<file path="src/slr_defs.vh">
`ifndef SLR_DEFS_VH
`define SLR_DEFS_VH
// register byte offsets
`define SLR_PMC_OFS 8'h00
`define SLR_HWC_OFS 8'h04
`define SLR_RST_OFS 8'h08
`define SLR_ISTS_OFS 8'h0C
`define SLR_IEN_OFS 8'h10
`define SLR_STRAP_OFS 8'h14
// power management control fields
`define SLR_PMC_READY 0
`define SLR_PMC_MODE_LO 12
`define SLR_PMC_MODE_HI 13
// hardware config fields
`define SLR_HWC_READY 27
// reset control fields
`define SLR_RST_CORE 6
// interrupt status fields
`define SLR_IRQ_READY 30
// power state encodings
`define SLR_PM_FULL 2'h0
// timing in ns and derived cycle counts at 4 ns
`define SLR_CLK_NS 4
`define SLR_PLL_NS 100000
`define SLR_PLL_CYC ((`SLR_PLL_NS + `SLR_CLK_NS - 1) / `SLR_CLK_NS)
// strap latch settle time after reset release
`define SLR_SETTLE_CYC 4
`endif

</file>
<file path="src/slr_strap_latch_and_ready.v">
// Behaviour
// - one ready bit, readable in power control and hardware config registers.
// - after any reset, ready rises only once eeprom load completes.
// - core reset via reset control forces eeprom reload; ready low meanwhile.
// - any power state other than full power drives ready low.
// - on wake, ready rises after full power and pll settle time.
// - straps are captured only on power-on, core or pin reset.
// - latched straps act as direct settings or register defaults.
// - eeprom size strap low selects small range, high selects large range.
// - topology strap selects two port, downstream or upstream port arrangement.
// - link polarity strap sets active level of external link input.
// - transmit shift strap selects 0, 10, 20 or 30 ns shift.
// - per-phy fibre strap puts that phy in fibre mode.
// - per-phy loss strap puts that phy in loss-of-signal detect mode.
// - rising edge of ready sets the ready interrupt status flag.
`timescale 1ns/100ps
`include "slr_defs.vh"
module slr_strap_latch_and_ready #(
   parameter PLL_CYC = `SLR_PLL_CYC
) (
   // clock and reset
   input wire ref_clk,
   input wire sys_rst,
   // strap pins (asynchronous)
   input wire eepromSizeStrap,
   input wire [1:0] topologyStrap,
   input wire linkPolStrap,
   input wire [1:0] txShiftStrap,
   input wire phyAFiberStrap,
   input wire phyBFiberStrap,
   input wire phyASignalLossStrap,
   input wire phyBSignalLossStrap,
   // external link indicator pin
   input wire extLinkPin,
   // eeprom loader handshake
   output wire eepromLoadStart,
   input wire eepromLoadDone,
   // power management
   input wire pllLocked,
   // configuration outputs
   output reg eepromLargeRange,
   output reg [1:0] portMode,
   output reg extPortEnable,
   output reg extPortIsPort0,
   output reg [1:0] txShiftSel,
   output reg [5:0] txShiftNs,
   output reg phyAFiberSelect,
   output reg phyBFiberSelect,
   output reg phyASignalLossSelect,
   output reg phyBSignalLossSelect,
   output reg extLinkUp,
   output wire coreReset,
   output reg [1:0] powerState,
   output wire deviceReady,
   output wire irq,
   // axi4-lite slave
   input wire [7:0] s_axi_awaddr,
   input wire s_axi_awvalid,
   output wire s_axi_awready,
   input wire [31:0] s_axi_wdata,
   input wire [3:0] s_axi_wstrb,
   input wire s_axi_wvalid,
   output wire s_axi_wready,
   output reg [1:0] s_axi_bresp,
   output reg s_axi_bvalid,
   input wire s_axi_bready,
   input wire [7:0] s_axi_araddr,
   input wire s_axi_arvalid,
   output wire s_axi_arready,
   output reg [31:0] s_axi_rdata,
   output reg [1:0] s_axi_rresp,
   output reg s_axi_rvalid,
   input wire s_axi_rready
);
   // sequencer states
   localparam ST_LATCH = 3'h0;
   localparam ST_LOAD = 3'h1;
   localparam ST_WAIT = 3'h2;
   localparam ST_READY = 3'h3;
   localparam ST_SLEEP = 3'h4;
   localparam ST_PLL = 3'h5;
   // straps, link pin, loader done and pll lock all cross into this clock
   localparam SYNC_W = 13;

   // synchronised pin levels
   wire [SYNC_W-1:0] pinRaw;
   wire [SYNC_W-1:0] pinSync;
   wire [9:0] strapSync;
   wire linkSync;
   wire doneSync;
   wire pllSync;
   genvar gi;

   // sequencer state and dwell counter
   reg [2:0] state;
   reg [2:0] next_state;
   reg [31:0] cnt;
   reg doneDropped;
   reg linkPolLatched;

   // ready bit, interrupt flag and reload request
   reg readyBit;
   reg readyPrev;
   reg coreRstReq;
   reg readyStatus;
   reg readyEnable;
   wire readyRise;

   // bus capture registers and decoded write strobes
   reg awTaken;
   reg wTaken;
   reg [7:0] awAddr;
   reg [31:0] wData;
   reg [3:0] wStrb;
   wire writeFire;
   wire coreRstWrite;
   wire [1:0] pmWrite;
   wire pmWriteEn;
   wire ienWriteEn;
   wire istsClear;

   // two-flop synchroniser per pin; only the second flop is read, so a
   // metastable first flop has a full cycle to settle
   assign pinRaw = {eepromSizeStrap, topologyStrap, linkPolStrap, txShiftStrap,
                    phyAFiberStrap, phyBFiberStrap, phyASignalLossStrap,
                    phyBSignalLossStrap, extLinkPin, eepromLoadDone, pllLocked};
   generate
      for (gi = 0; gi < SYNC_W; gi = gi + 1) begin : g_sync
         reg meta;
         reg sync;
         always @(posedge ref_clk or posedge sys_rst) begin
            if (sys_rst) begin
               meta <= 1'b0;
               sync <= 1'b0;
            end else begin
               meta <= pinRaw[gi];
               sync <= meta;
            end
         end
         assign pinSync[gi] = sync;
      end
   endgenerate

   // unpack the synchronised vector
   assign strapSync = pinSync[12:3];
   assign linkSync = pinSync[2];
   assign doneSync = pinSync[1];
   assign pllSync = pinSync[0];

   // sequencer: latch straps, load eeprom, ready, sleep, pll settle
   always @* begin
      next_state = state;
      case (state)
         ST_LATCH: if (cnt >= `SLR_SETTLE_CYC) next_state = ST_LOAD;
         ST_LOAD: next_state = ST_WAIT;
         ST_WAIT: begin
            // a done level left from the previous load must not end this one
            if (doneSync && doneDropped) begin
               if (powerState == `SLR_PM_FULL) next_state = ST_READY;
               else next_state = ST_SLEEP;
            end
         end
         ST_READY: begin
            if (coreRstReq) next_state = ST_LATCH;
            else if (powerState != `SLR_PM_FULL) next_state = ST_SLEEP;
         end
         ST_SLEEP: if (powerState == `SLR_PM_FULL) next_state = ST_PLL;
         ST_PLL: begin
            if (powerState != `SLR_PM_FULL) next_state = ST_SLEEP;
            else if (pllSync && cnt >= PLL_CYC) next_state = ST_READY;
         end
         default: next_state = ST_LATCH;
      endcase
   end

   // state register; the dwell counter restarts on every state change
   always @(posedge ref_clk or posedge sys_rst) begin
      if (sys_rst) begin
         state <= ST_LATCH;
         cnt <= 32'h0000_0000;
      end else begin
         state <= next_state;
         if (next_state != state || (state == ST_PLL && !pllSync)) cnt <= 32'h0000_0000;
         else cnt <= cnt + 32'h0000_0001;
      end
   end

   // the loader must drop done after the start pulse before done may end a load
   always @(posedge ref_clk or posedge sys_rst) begin
      if (sys_rst) begin
         doneDropped <= 1'b0;
      end else if (state == ST_LOAD) begin
         doneDropped <= 1'b0;
      end else if (state == ST_WAIT && !doneSync) begin
         doneDropped <= 1'b1;
      end
   end

   // loader start pulse, and core held in reset while straps latch and load
   assign eepromLoadStart = (state == ST_LOAD);
   assign coreReset = (state == ST_LATCH) || (state == ST_LOAD) || (state == ST_WAIT);

   // strap capture only at the end of a reset or core reload settle window
   always @(posedge ref_clk or posedge sys_rst) begin
      if (sys_rst) begin
         eepromLargeRange <= 1'b0;
         portMode <= 2'h0;
         txShiftSel <= 2'h0;
         linkPolLatched <= 1'b0;
         phyAFiberSelect <= 1'b0;
         phyBFiberSelect <= 1'b0;
         phyASignalLossSelect <= 1'b0;
         phyBSignalLossSelect <= 1'b0;
      end else if (state == ST_LATCH && next_state == ST_LOAD) begin
         eepromLargeRange <= strapSync[9];
         portMode <= strapSync[8:7];
         linkPolLatched <= strapSync[6];
         txShiftSel <= strapSync[5:4];
         phyAFiberSelect <= strapSync[3];
         phyBFiberSelect <= strapSync[2];
         phyASignalLossSelect <= strapSync[1];
         phyBSignalLossSelect <= strapSync[0];
      end
   end

   // direct settings decoded from latched straps
   // they follow the latched straps one cycle later
   always @(posedge ref_clk or posedge sys_rst) begin
      if (sys_rst) begin
         extPortEnable <= 1'b0;
         extPortIsPort0 <= 1'b0;
         txShiftNs <= 6'h00;
         extLinkUp <= 1'b0;
      end else begin
         extPortEnable <= portMode[1];
         extPortIsPort0 <= (portMode == 2'h3);
         txShiftNs <= {1'b0, txShiftSel, 3'h0} + {3'h0, txShiftSel, 1'b0}; // 8x plus 2x
         extLinkUp <= ~(linkSync ^ linkPolLatched);
      end
   end

   // ready bit and its interrupt
   // ready follows next_state, so it drops in the cycle the sequencer leaves ready
   always @(posedge ref_clk or posedge sys_rst) begin
      if (sys_rst) begin
         readyBit <= 1'b0;
         readyPrev <= 1'b0;
         readyStatus <= 1'b0;
      end else begin
         readyBit <= (next_state == ST_READY);
         readyPrev <= readyBit;
         if (readyRise) readyStatus <= 1'b1; // set wins
         else if (istsClear) readyStatus <= 1'b0;
      end
   end
   assign deviceReady = readyBit;
   assign irq = readyStatus && readyEnable;
   assign readyRise = readyBit && !readyPrev;

   // axi4-lite write path
   // a new address or data beat waits until the previous response is taken
   assign s_axi_awready = !awTaken && !s_axi_bvalid;
   assign s_axi_wready = !wTaken && !s_axi_bvalid;
   assign writeFire = awTaken && wTaken && !s_axi_bvalid;
   assign pmWriteEn = writeFire && awAddr == `SLR_PMC_OFS && wStrb[1];
   assign pmWrite = wData[`SLR_PMC_MODE_HI:`SLR_PMC_MODE_LO];
   assign coreRstWrite = writeFire && awAddr == `SLR_RST_OFS && wStrb[0]
                         && wData[`SLR_RST_CORE];
   assign ienWriteEn = writeFire && awAddr == `SLR_IEN_OFS && wStrb[3];
   assign istsClear = writeFire && awAddr == `SLR_ISTS_OFS && wStrb[3]
                      && wData[`SLR_IRQ_READY];

   // address and data are taken in either order; the response follows both
   always @(posedge ref_clk or posedge sys_rst) begin
      if (sys_rst) begin
         awTaken <= 1'b0;
         wTaken <= 1'b0;
         awAddr <= 8'h00;
         wData <= 32'h0000_0000;
         wStrb <= 4'h0;
         s_axi_bvalid <= 1'b0;
         s_axi_bresp <= 2'h0;
      end else begin
         if (s_axi_awvalid && s_axi_awready) begin
            awTaken <= 1'b1;
            awAddr <= {s_axi_awaddr[7:2], 2'h0};
         end
         if (s_axi_wvalid && s_axi_wready) begin
            wTaken <= 1'b1;
            wData <= s_axi_wdata;
            wStrb <= s_axi_wstrb;
         end
         if (writeFire) begin
            awTaken <= 1'b0;
            wTaken <= 1'b0;
            s_axi_bvalid <= 1'b1;
            s_axi_bresp <= (awAddr <= `SLR_STRAP_OFS) ? 2'h0 : 2'h2;
         end else if (s_axi_bvalid && s_axi_bready) begin
            s_axi_bvalid <= 1'b0;
         end
      end
   end

   // software writable fields; a reload request written while asleep waits for ready
   always @(posedge ref_clk or posedge sys_rst) begin
      if (sys_rst) begin
         powerState <= `SLR_PM_FULL;
         readyEnable <= 1'b0;
         coreRstReq <= 1'b0;
      end else begin
         if (pmWriteEn) powerState <= pmWrite;
         if (ienWriteEn) readyEnable <= wData[`SLR_IRQ_READY];
         if (coreRstWrite) coreRstReq <= 1'b1;
         else if (state == ST_LATCH) coreRstReq <= 1'b0;
      end
   end

   // axi4-lite read path
   // arready drops while an answer waits to be taken
   assign s_axi_arready = !s_axi_rvalid;
   always @(posedge ref_clk or posedge sys_rst) begin
      if (sys_rst) begin
         s_axi_rvalid <= 1'b0;
         s_axi_rdata <= 32'h0000_0000;
         s_axi_rresp <= 2'h0;
      end else if (s_axi_arvalid && s_axi_arready) begin
         s_axi_rvalid <= 1'b1;
         s_axi_rresp <= 2'h0;
         s_axi_rdata <= 32'h0000_0000;
         // one word per register; unmapped offsets answer with a slave error
         case ({s_axi_araddr[7:2], 2'h0})
            `SLR_PMC_OFS: s_axi_rdata <= ({30'h0, powerState} << `SLR_PMC_MODE_LO)
                                         | {31'h0, readyBit};
            `SLR_HWC_OFS: s_axi_rdata <= {4'h0, readyBit, 27'h0};
            `SLR_RST_OFS: s_axi_rdata <= {25'h0, coreRstReq, 6'h00};
            `SLR_ISTS_OFS: s_axi_rdata <= {1'b0, readyStatus, 30'h0};
            `SLR_IEN_OFS: s_axi_rdata <= {1'b0, readyEnable, 30'h0};
            `SLR_STRAP_OFS: s_axi_rdata <= {22'h0, eepromLargeRange, portMode,
                                           linkPolLatched, txShiftSel, phyAFiberSelect,
                                           phyBFiberSelect, phyASignalLossSelect,
                                           phyBSignalLossSelect};
            default: s_axi_rresp <= 2'h2;
         endcase
      end else if (s_axi_rvalid && s_axi_rready) begin
         s_axi_rvalid <= 1'b0;
      end
   end
endmodule // slr_strap_latch_and_ready

</file>
<file path="config.mk">
export PLATFORM = sky130hd
export DESIGN_NAME = slr_strap_latch_and_ready
export DESIGN_NICKNAME = d
export VERILOG_FILES = /design/src/slr_strap_latch_and_ready.v
export VERILOG_INCLUDE_DIRS = /design/src
export SDC_FILE = /design/constraint.sdc
export NUM_CORES = 1
export LEC_CHECK = 0
export BUFFER_PORTS_ARGS = -buffer_cell sky130_fd_sc_hd__buf_2
export CORE_MARGIN = 1.5
export CORE_UTILIZATION = 56
export DETAILED_ROUTE_END_ITERATION = 6
export PLACE_DENSITY = 0.94
export SLEW_MARGIN = 20
export SYNTH_ARGS = -nofsm -noshare
export SYNTH_HDL_FRONTEND = slang
export SYNTH_SLANG_ARGS = --single-unit
</file>
<file path="constraint.sdc">
create_clock -name ref_clk -period 6.7 [get_ports ref_clk]
set_input_delay 2.01 -clock ref_clk [delete_from_list [all_inputs] [get_ports ref_clk]]
set_output_delay 2.01 -clock ref_clk [all_outputs]
set_load 0.1 [all_outputs]
</file>
==> summary.md, run 1 <==
| Metric | Value |
|---|---|
| Most frequent cells in the layout | `dfrtp_1, buf_2, nor2_1` |
| FF+latch count, synth | `117` |
| CTS Root Cell | `clkbuf_8` |
| Slew Limit Fails | `0` |
| TritonRoute pass-1 iters | `5` |
| Initial core utilization | `57.4%` |
| Initial antenna violation count | `0` |
| CTS Buf Count | `17` |
| Global-route wire length before repair | `18500 µm` |
| Resize count post-CTS | `0` |
| Relative slew margins | `48.6%` |
| Detailed Route WL | `11200 µm` |
| Cell Area, Synth | `0.00496 mm²` |
| Post-synthesis sequential area ratio | `59.1%` |
| CP endpoint kind | `output port` |
| Critical path, cell by cell | `inv_1, nor3_1, buf_2` |
| Vias per inst | `5.86` |
| GR Overflow Total | `0` |
| Syn. warnings | `0` |
| All-Layer GR Usage | `25.1%` |
| Crit Path Max Fanout | `14` |
| Arr. time, crit path | `1910 ps` |
| Clock Skew | `9.31 ps` |
| Routed Antenna Nets | `0` |
| CTS max path bufs | `2` |
| Required time of the critical path | `4690 ps` |
| Syn avg cell area | `11.6 µm²` |
| Setup TNS | `0 ps` |
| DRC violations left | `0` |
| Clock Latency Late Sink | `520 ps` |
| Post-CTS Setup Bufs | `0` |
| CTS clock-pin slew for the worst setup and hold paths | `60 ps` |
| Cells after synthesis | `428` |
| Least-Margin Pin Slew | `770 ps` |
| Setup-failing EPs final | `0` |
| Final Critical Period | `3920 ps` |
| P per Cell Area | `481 mW/mm²` |
| Fin. Hold Viols | `0` |
| Asr flop ratio synth | `100%` |
| Worst path bufs/invs | `2` |
| Status | `finished clean` |
| Worst vdd ir | `0.000251 V` |
| Placed Instances | `600` |
| Number of synthesized flops with an enable pin | `0` |
| Unrepaired setup endpoints after global routing | `false` |
| Slowest cell delay on critical path | `580 ps` |
| Worst Hold Class | `register to register` |
| Max_cap viols | `0` |
| Largest net degree at the start of global routing | `64` |
| Nets | `585` |
| Critical-path cell with the highest stage delay | `dfrtp_1` |
| Core ar. | `0.00864 mm²` |
| Worst setup SP type | `register` |
| I/O Pins | `137` |
| Placed wire-length estimate | `6560 µm` |
| Die Span Y | `97.1 µm` |
| H-Tree Level Count | `4` |
| Max frequency | `255 MHz` |
| Cell row count | `34` |
| Synth cell types | `52` |
| Antenna cells | `0` |
| Setup CP Type | `register to output port` |
| Hold Buf Count CTS | `0` |
| Final Cycle Share | `58.5%` |
| Vias in the first global route | `3697` |
| IO buf count | `81` |
| Most used DFF post-synth | `dfrtp_1` |
| Vias | `3701` |
| GPL Wtd Cong | `0.841` |
| Crit path max-delay family | `buffers and inverters` |
| Fraction of layout cells with a size suffix above 1 | `28.6%` |
| Initial DRC count | `313` |
| Chip width | `97.1 µm` |
| Wire per inst | `17.8 µm` |
| Post-Layout Cell Count | `632` |
| Most common cell after layout, fill and taps aside | `dfrtp_1` |
| CTS tree | `yes` |
| Die area | `0.00943 mm²` |
| CTS sink count | `117` |
| Syn-to-layout area delta | `20.6%` |
| P_leak | `2.73 nW` |
==> cells by family (layout without fill, tap and decap cells) <==
logic type,count (synthesis),in the layout,synth area share [%]
xor gates and xnor gates,31,31,5.48
DFF,117,117,59.1
other,1,22,0.0756
and+or+nand+nor,145,145,15.3
buffers and inverters,57,132,6.64
AOI/OAI and AO/OA,49,49,6.99
muxes,26,26,5.91
adders and majority gates,2,2,0.505
==> synth_stat cells, types with 10 or more instances <==
library cell | number | area (µm²)
nor3_1 | 14 | 70.1
inv_1 | 17 | 63.8
nor4_1 | 17 | 106
a22o_1 | 10 | 87.6
nor2_1 | 38 | 143
dfrtp_1 | 117 | 2930
mux2_2 | 26 | 293
buf_4 | 24 | 180
o21ai_0 | 14 | 70.1
xnor2_1 | 23 | 201
nand3_1 | 10 | 50.1
nand4_1 | 10 | 62.6
nand2_1 | 20 | 75.1
==> power by group <==
part           leakage, nW  total, mW  internal, mW  switching, mW
registers             1.47      0.945         0.827          0.118
logic                0.946      0.955         0.200          0.754
clock network        0.305      0.977         0.652          0.325
==> through the flow <==
step / utilization (%) / power [mW] / hold slack, ps / setup WS [ps] / area, µm²
3_3_place_gp: 61.8 / 1.85 / 333 / 2750 / 5340
6_report: 69.3 / 2.88 / 347 / 2780 / 5980
3_5_place_dp: 61.8 / 1.88 / 335 / 2650 / 5340
2_1_floorplan: - / 1.73 / 331 / 1590 / 5040
4_1_cts: 69.2 / 2.88 / 348 / 2770 / 5970
5_1_grt: 69.3 / 2.98 / 357 / 2700 / 5980
==> layout make-up <==
| type | instances | area (µm²) |
|---|---|---|
| Clock buffer | 20 | 435 |
| Clock inverter | 12 | 201 |
| Fill cell | 543 | 2660 |
| Inverter | 17 | 66.3 |
| Multi-Input combinational cell | 275 | 1790 |
| Sequential cell | 117 | 2930 |
| Tap cell | 108 | 135 |
| Timing Repair Buffer | 83 | 420 |
==> layer usage <==
layer  track usage, %  part of all wire [%]
met5                0                     0
met4             8.92                   3.4
met3             8.56                   7.0
met2             43.6                    52
met1             28.7                    38
==> worst paths after layout <==
check / from / endpoint / slack [ps] / depth (start not counted)
max reg2reg: cnt[9] / cnt[21] / 4100 / 6
min: g_sync[1].meta / doneSync / 350 / 0
max: state[0] / eepromLoadStart / 2780 / 3
max in group asynchronous: sys_rst / s_axi_rdata[13] / 3910 / 3
min in group asynchronous: sys_rst / g_sync[12].meta / 1630 / 2
min reg2reg: g_sync[1].meta / doneSync / 350 / 0
==> worst reg2reg max path: stages, from the launching register on <==
cell,delay (ps)
dfrtp_1,440
nor4_1,400
nand4_1,230
o31ai_4,670
o2111ai_2,220
buf_4,310
nor2_1,230
==> flip-flops by register name (all words and copies together) (netlist names), 2 cells and up <==
register	flops
powerState	2
portMode	2
cnt	32
g_sync.sync	12
g_sync.meta	13
txShiftNs	2
state	3
wStrb	3
wData	4
txShiftSel	2
s_axi_rdata	14
awAddr	6
No activity file was read; power rests on OpenSTA's default activity.
==> inputs of run 2 (changes only) <==
--- a/config.mk
+++ b/config.mk
@@ -6,11 +6,12 @@
 export SDC_FILE = /design/constraint.sdc
 export NUM_CORES = 1
 export LEC_CHECK = 0
+export ABC_AREA = 1
 export BUFFER_PORTS_ARGS = -buffer_cell sky130_fd_sc_hd__buf_2
 export CORE_MARGIN = 1.5
-export CORE_UTILIZATION = 56
+export CORE_UTILIZATION = 48
 export DETAILED_ROUTE_END_ITERATION = 6
-export PLACE_DENSITY = 0.94
+export PLACE_DENSITY = 0.85
 export SLEW_MARGIN = 20
 export SYNTH_ARGS = -nofsm -noshare
 export SYNTH_HDL_FRONTEND = slang
==> constraint.sdc (replaced) <==
create_clock -name ref_clk -period 3.5 [get_ports ref_clk]
set_input_delay 1.05 -clock ref_clk [delete_from_list [all_inputs] [get_ports ref_clk]]
set_output_delay 1.05 -clock ref_clk [all_outputs]
set_load 0.1 [all_outputs]
==> summary.md, run 2 <==
| Metric | Value |
|---|---|
| Status | `finished clean (unchanged)` |
| CP endpoint kind | `output port (unchanged)` |
| Final Critical Period | `2800 ps` |
| Syn. warnings | `0 (unchanged)` |
| Most used DFF post-synth | `dfrtp_1 (unchanged)` |
| Cell row count | `38 (was 34)` |
| Wire per inst | `14.2 µm (was 17.8 µm)` |
| Seq pwr share | `31.4% (was 32.9%)` |
| Most frequent cell after synthesis | `dfrtp_1 (unchanged)` |
| Fill count | `866 (was 543)` |
| IO buf count | `81 (unchanged)` |
| Resize count post-CTS | `0 (unchanged)` |
| H-Tree Level Count | `4 (unchanged)` |
| CTS clock-pin slew for the worst setup and hold paths | `50 ps (was 60 ps)` |
| Die area | `0.0117 mm² (was 0.00943 mm²)` |
| Required time of the critical path | `2450 ps (was 4690 ps)` |
| Placed wire-length estimate | `7620 µm (was 6560 µm)` |
| Cells after synthesis | `566 (was 428)` |
| Initial antenna violation count | `0 (unchanged)` |
| Post-Layout Cell Count | `806 (was 632)` |
| Crit Path Max Fanout | `8 (was 14)` |
| Global-route wire length before repair | `19000 µm (was 18500 µm)` |
| CTS Buf Count | `17 (unchanged)` |
| I/O Pins | `137 (unchanged)` |
| Clk pwr share | `29.8% (was 34.0%)` |
| Syn avg cell area | `9.40 µm² (was 11.6 µm²)` |
| Initial DRC count | `316 (was 313)` |
| Combinational share of power | `38.8% (was 33.2%)` |
| P_leak | `3.02 nW (was 2.73 nW)` |
| GPL Wtd Cong | `0.889 (was 0.841)` |
| Vias | `4079 (was 3701)` |
| Relative slew margins | `54.1% (was 48.6%)` |
| Arr. time, crit path | `1750 ps (was 1910 ps)` |
| GR Overflow Total | `0 (unchanged)` |
| CTS sink count | `117 (unchanged)` |
| Final Cycle Share | `79.9%` |
| Post-CTS Setup Bufs | `0 (unchanged)` |
| Unrepaired setup endpoints after global routing | `false (unchanged)` |
| Routed Antenna Nets | `0 (unchanged)` |
| Top Registers | `cnt (32), s_axi_rdata (14), g_sync.meta (13) (unchanged)` |
| CTS Root Cell | `clkbuf_8 (unchanged)` |
| Yosys top cell area share | `55.0% (was 59.1%)` |
| Hold_ws | `342 ps (was 347 ps)` |
| Sw frac | `46.5% (was 41.6%)` |
| Antenna cells | `0 (unchanged)` |
| Nets | `728 (was 585)` |
| CTS tree | `yes (unchanged)` |
| Chip width | `108 µm (was 97.1 µm)` |
| Syn-to-layout area delta | `19.3% (was 20.6%)` |
| Vias per inst | `5.06 (was 5.86)` |
| Vias in the first global route | `4113 (was 3697)` |
| Post-synth top cells | `dfrtp_1, nand2_1, nor2_1 (was dfrtp_1, nor2_1, mux2_2)` |
| Most common cell after layout, fill and taps aside | `dfrtp_1 (unchanged)` |
| Worst Hold Class | `register to register (unchanged)` |
| Max frequency | `358 MHz` |
| Setup CP Type | `register to output port (unchanged)` |
| Switching pwr | `2.66 mW (was 1.20 mW)` |
| Ranking of synthesized cells by area | `dfrtp_1, nand2_1, nor2_2, nor2_1, inv_1 (was dfrtp_1, mux2_2, xnor2_1, buf_4, nor2_1)` |
| Least-Margin Pin Slew | `682 ps (was 770 ps)` |
| Die Span Y | `108 µm (was 97.1 µm)` |
| Largest net degree at the start of global routing | `96 (was 64)` |
| Fin. Hold Viols | `0 (unchanged)` |
| Number of synthesized flops with an enable pin | `0 (unchanged)` |
| Setup TNS | `0 ps (unchanged)` |
| Asr flop ratio synth | `100% (unchanged)` |
| Worst setup SP type | `register (unchanged)` |
| CTS max path bufs | `2 (unchanged)` |
| Detailed Route WL | `11400 µm (was 11200 µm)` |
| Max_cap viols | `0 (unchanged)` |
| Initial core utilization | `49.1% (was 57.4%)` |
| Clock Latency Late Sink | `520 ps (about the same)` |
| Synth cell types | `38 (was 52)` |
| Biggest register | `cnt (unchanged)` |
| DRC violations left | `0 (unchanged)` |
| Slew Limit Fails | `0 (unchanged)` |
| Post-synthesis sequential area ratio | `55.0% (was 59.1%)` |
| Synth area leader | `dfrtp_1 (unchanged)` |
| Hold Buf Count CTS | `0 (unchanged)` |
| Fraction of layout cells with a size suffix above 1 | `26.6% (was 28.6%)` |
| Placed Instances | `775 (was 600)` |
| Max reg flops | `32 (unchanged)` |
| FF+latch count, synth | `117 (unchanged)` |
| Total power | `5.72 mW (was 2.88 mW)` |
| Setup-failing EPs final | `0 (unchanged)` |
| Clock Skew | `10.6 ps (was 9.31 ps)` |
| All-Layer GR Usage | `21.2% (was 25.1%)` |
| Cell Area, Synth | `0.00532 mm² (was 0.00496 mm²)` |
| R2R Setup Slk | `1310 ps (was 4100 ps)` |
| P_int | `3.06 mW (was 1.68 mW)` |
| TritonRoute pass-1 iters | `4 (was 5)` |
| Worst vdd ir | `0.000799 V (was 0.000251 V)` |
| P per Cell Area | `901 mW/mm² (was 481 mW/mm²)` |
| Most frequent cells in the layout | `dfrtp_1, nand2_1, buf_2 (was dfrtp_1, buf_2, nor2_1)` |
| Core ar. | `0.0108 mm² (was 0.00864 mm²)` |
## run 2: cell count changes after synthesis, sizes merged, moves of 6 or more
| cell | previous run | this run |
|---|---|---|
| inv | 17 | 62 |
| nand3 | 11 | 20 |
| xor2 | 8 | 21 |
| nor4 | 17 | 5 |
| nor2 | 42 | 100 |
| mux2 | 26 | 11 |
| o21ai | 15 | 23 |
| xnor2 | 23 | 7 |
| nand2 | 21 | 106 |
| and2 | 6 | 0 |
| o31ai | 2 | 8 |
| a22o | 10 | 1 |
## run 2: cells by family (layout without fill, tap and decap cells)
group	count (synthesis)	after routing	share of synthesized area, %
and+or+nand+nor	264	264	23.3
DFF	117	117	55.0
buffers and inverters	97	176	9.12
AOI/OAI and AO/OA	46	46	5.13
xor gates and xnor gates	28	28	4.61
muxes	11	11	2.33
adders and majority gates	2	2	0.470
other	1	22	0.0705
## run 2: metrics by stage
step | setup WS, ps | area (µm²) | util (%)
floorplan | 254 | 5410 | -
global placement | 853 | 5770 | 53.2
detailed placement | 791 | 5770 | 53.2
CTS | 684 | 6350 | 58.6
global route | 600 | 6350 | 58.6
finish | 704 | 6350 | 58.6
## run 2: worst max-delay path, cell delays in order, from the launching register on
cell and delay (ps):
dfrtp_1 480, nor3_2 280, buf_2 480
## run 2: path summary, 6_finish.rpt
path,endpoint,cells after the start,start
max,eepromLoadStart,2,state[1]
min,g_sync[10].sync,0,g_sync[10].meta
max reg2reg,cnt[21],11,cnt[3]
min reg2reg,g_sync[10].sync,0,g_sync[10].meta
max in group asynchronous,g_sync[0].meta,3,sys_rst
min in group asynchronous,g_sync[11].meta,2,sys_rst
## run 2: metal layers
metal,track usage (%),vias to the layer above,share of wire [%]
li1,-,1934,-
met1,24.3,1966,41
met2,36.1,149,50
met3,5.67,30,5.4
met4,11.4,0,2.7
met5,0,-,0
## run 2: area by class of cell
cell class	instances	area, µm²	area share (%)
inverter	62	236	3.72
sequential	117	2930	46.1
clock buffer	19	432	6.80
timing repair buffer	83	433	6.82
multi-input combinational	373	1990	31.4
clock inverter	12	154	2.42
tap	140	175	2.76
## run 2: power groups by stage
stage               combinational [mW]  clock [mW]  sequential (mW)
global placement                  2.15           0             1.79
detailed placement                2.20           0             1.81
floorplan                         1.21           0             2.55
CTS                               2.23        1.73             1.80
finish                            2.22        1.70             1.80
global route                      2.33        1.80             1.82
==> inputs of run 3 (changes only) <==
==> constraint.sdc (replaced) <==
create_clock -name ref_clk -period 2.4 [get_ports ref_clk]
set_input_delay 0.72 -clock ref_clk [delete_from_list [all_inputs] [get_ports ref_clk]]
set_output_delay 0.72 -clock ref_clk [all_outputs]
set_load 0.1 [all_outputs]
==> summary.md, run 3 (synthesis results as in run 2) <==
| Metric | Value |
|---|---|
| Status | `finished clean (unchanged)` |
| Max frequency | `436 MHz` |
| CTS sink count | `117 (unchanged)` |
| Post-Layout Cell Count | `813 (was 806)` |
| Area of the multi-input gates | `0.00202 mm² (was 0.00199 mm²)` |
| Syn-to-layout area delta | `21.9% (was 19.3%)` |
| H-Tree Level Count | `4 (unchanged)` |
| Area after DPL | `0.00587 mm² (was 0.00577 mm²)` |
| CTS clock-pin slew for the worst setup and hold paths | `60 ps (was 50 ps)` |
| P_int | `4.57 mW (was 3.06 mW)` |
| TritonRoute pass-1 iters | `5 (was 4)` |
| Setup CP Type | `register to output port (unchanged)` |
| CTS tree | `yes (unchanged)` |
| CTS Buf Count | `17 (unchanged)` |
| GPL Wtd Cong | `0.882 (was 0.889)` |
| Fraction of layout cells with a size suffix above 1 | `28.2% (was 26.6%)` |
| GRT busiest layer | `met2 (unchanged)` |
| Total power | `8.55 mW (was 5.72 mW)` |
| Biggest register | `cnt (unchanged)` |
| Fin. Hold Viols | `0 (unchanged)` |
| Cell row count | `38 (unchanged)` |
| P per Cell Area | `1320 mW/mm² (was 901 mW/mm²)` |
| CTS max path bufs | `2 (unchanged)` |
| P_leak | `3.07 nW (was 3.02 nW)` |
| Nets | `734 (was 728)` |
| Vias | `4134 (was 4079)` |
| Worst vdd ir | `0.00139 V (was 0.000799 V)` |
| Sw frac | `46.5% (about the same)` |
| Max_cap viols | `0 (unchanged)` |
| Clk pwr share | `30.3% (was 29.8%)` |
| Vias per inst | `5.08 (was 5.06)` |
| Global-route wire length before repair | `19600 µm (was 19000 µm)` |
| Arr. time, crit path | `1580 ps (was 1750 ps)` |
| Initial core utilization | `49.1% (unchanged)` |
| Fill count | `825 (was 866)` |
| Met3 usage in global routing | `5.85% (was 5.67%)` |
| Seq pwr share | `31.2% (was 31.4%)` |
| Final Cycle Share | `95.6%` |
| Antenna cells | `0 (unchanged)` |
| IO buf count | `81 (unchanged)` |
| FF-to-FF End | `cnt[31] (was cnt[21])` |
| Relative slew margins | `59.9% (was 54.1%)` |
| Worst Setup EP | `eepromLoadStart (unchanged)` |
| Routing usage on met2 | `38.8% (was 36.1%)` |
| Worst r2r path cells | `12 (was 11)` |
| Top Registers | `cnt (32), s_axi_rdata (14), g_sync.meta (13) (unchanged)` |
| Routed Antenna Nets | `0 (unchanged)` |
| CP endpoint kind | `output port (unchanged)` |
| DRC violations left | `0 (unchanged)` |
| Initial DRC count | `328 (was 316)` |
| Worst Hold Class | `input port to async pin (was register to register)` |
| Most frequent cells in the layout | `dfrtp_1, nand2_1, buf_2 (unchanged)` |
| Max reg flops | `32 (unchanged)` |
| Fin area | `0.00649 mm² (was 0.00635 mm²)` |
| Setup TNS | `0 ps (unchanged)` |
| Least-Margin Pin Slew | `596 ps (was 682 ps)` |
| Required time of the critical path | `1680 ps (was 2450 ps)` |
| Largest net degree at the start of global routing | `35 (was 96)` |
| Reg-to-Reg Start | `state[1] (was cnt[3])` |
| Crit Path Max Fanout | `8 (unchanged)` |
| All-Layer GR Usage | `21.9% (was 21.2%)` |
| Die area | `0.0117 mm² (unchanged)` |
| Wire per inst | `14.6 µm (was 14.2 µm)` |
| Worst setup path start | `state[1] (unchanged)` |
| Die Span Y | `108 µm (unchanged)` |
| Vias in the first global route | `4153 (was 4113)` |
| Register area | `0.00293 mm² (about the same)` |
| Clock Latency Late Sink | `520 ps (about the same)` |
| Post-CTS Setup Bufs | `0 (unchanged)` |
| R2R Setup Slk | `310 ps (was 1310 ps)` |
| Placed wire-length estimate | `7870 µm (was 7620 µm)` |
| Clock Skew | `9.59 ps (was 10.6 ps)` |
| Global Route met1 Usage | `25.3% (was 24.3%)` |
| Setup-failing EPs final | `0 (unchanged)` |
| I/O Pins | `137 (unchanged)` |
| Unrepaired setup endpoints after global routing | `false (unchanged)` |
| Core ar. | `0.0108 mm² (unchanged)` |
| Slew Limit Fails | `0 (unchanged)` |
| Placed Instances | `781 (was 775)` |
| Worst setup SP type | `register (unchanged)` |
| GR Overflow Total | `0 (unchanged)` |
| CTS Root Cell | `clkbuf_8 (unchanged)` |
| Switching pwr | `3.98 mW (was 2.66 mW)` |
| Detailed Route WL | `11900 µm (was 11400 µm)` |
| Most common cell after layout, fill and taps aside | `dfrtp_1 (unchanged)` |
| Combinational share of power | `38.5% (was 38.8%)` |
| Final Critical Period | `2300 ps` |
| Initial antenna violation count | `0 (unchanged)` |
| Chip width | `108 µm (unchanged)` |
-- run 3: cell count changes in the layout (fill, tap and decap cells not counted), sizes merged --
cell    previous run  this run
buf               83        88
clkbuf            19        20
inv               63        64
-- run 3: power by group through the flow --
stage / clock network, mW / logic [mW] / registers (mW)
6_report: 2.59 / 3.29 / 2.66
2_1_floorplan: 0 / 1.79 / 3.75
3_5_place_dp: 0 / 3.26 / 2.68
5_1_grt: 2.73 / 3.48 / 2.70
3_3_place_gp: 0 / 3.20 / 2.64
4_1_cts: 2.61 / 3.30 / 2.66
-- run 3: worst min path at each step --
stage | startpoint | to | slack, ps | cells past startpoint
6_report | sys_rst | g_sync[12].sync | 200 | 2
5_1_grt | sys_rst | g_sync[11].meta | 200 | 2
4_1_cts | sys_rst | g_sync[12].sync | 190 | 2
2_1_floorplan | g_sync[1].meta | doneSync | 330 | 0
3_3_place_gp | g_sync[10].meta | g_sync[10].sync | 330 | 0
3_5_place_dp | g_sync[4].meta | g_sync[4].sync | 340 | 0
-- run 3: repair_timing --
action / in CTS / in global routing
gates resized for setup: 1 / 2
hold buffers: 0 / 0
endpoints found under the setup margin: 1 / 2
-- run 3: worst max-delay path, stage by stage, from the launching register on --
cell and delay [ps]:
dfrtp_1 510, nor3_4 290, buf_6 260
-- run 3: stage by stage --
step	utilization [%]	hold slack, ps	worst slack, ps
after CTS	59.8	187	22.3
after detailed placement	54.1	336	303
after floorplan	-	331	114
final	59.8	195	105
after global placement	54.1	335	354
after global routing	59.8	202	40.8
-- run 3: final cells by class --
| type | instances | share of cell area, % |
|---|---|---|
| Sequential cell | 117 | 45.1 |
| Multi-Input combinational cell | 373 | 31.1 |
| Clock inverter | 13 | 2.64 |
| Tap cell | 140 | 2.70 |
| Inverter | 62 | 3.70 |
| Clock buffer | 19 | 6.81 |
| Timing Repair Buffer | 89 | 7.89 |
-- run 3: per-layer routing --
layer / share of wire (%) / vias up / wire (µm)
li1: - / 1950 / -
met1: 41 / 1987 / 4880
met2: 51 / 171 / 6040
met3: 6.0 / 26 / 716
met4: 1.8 / 0 / 210
met5: 0 / - / 0
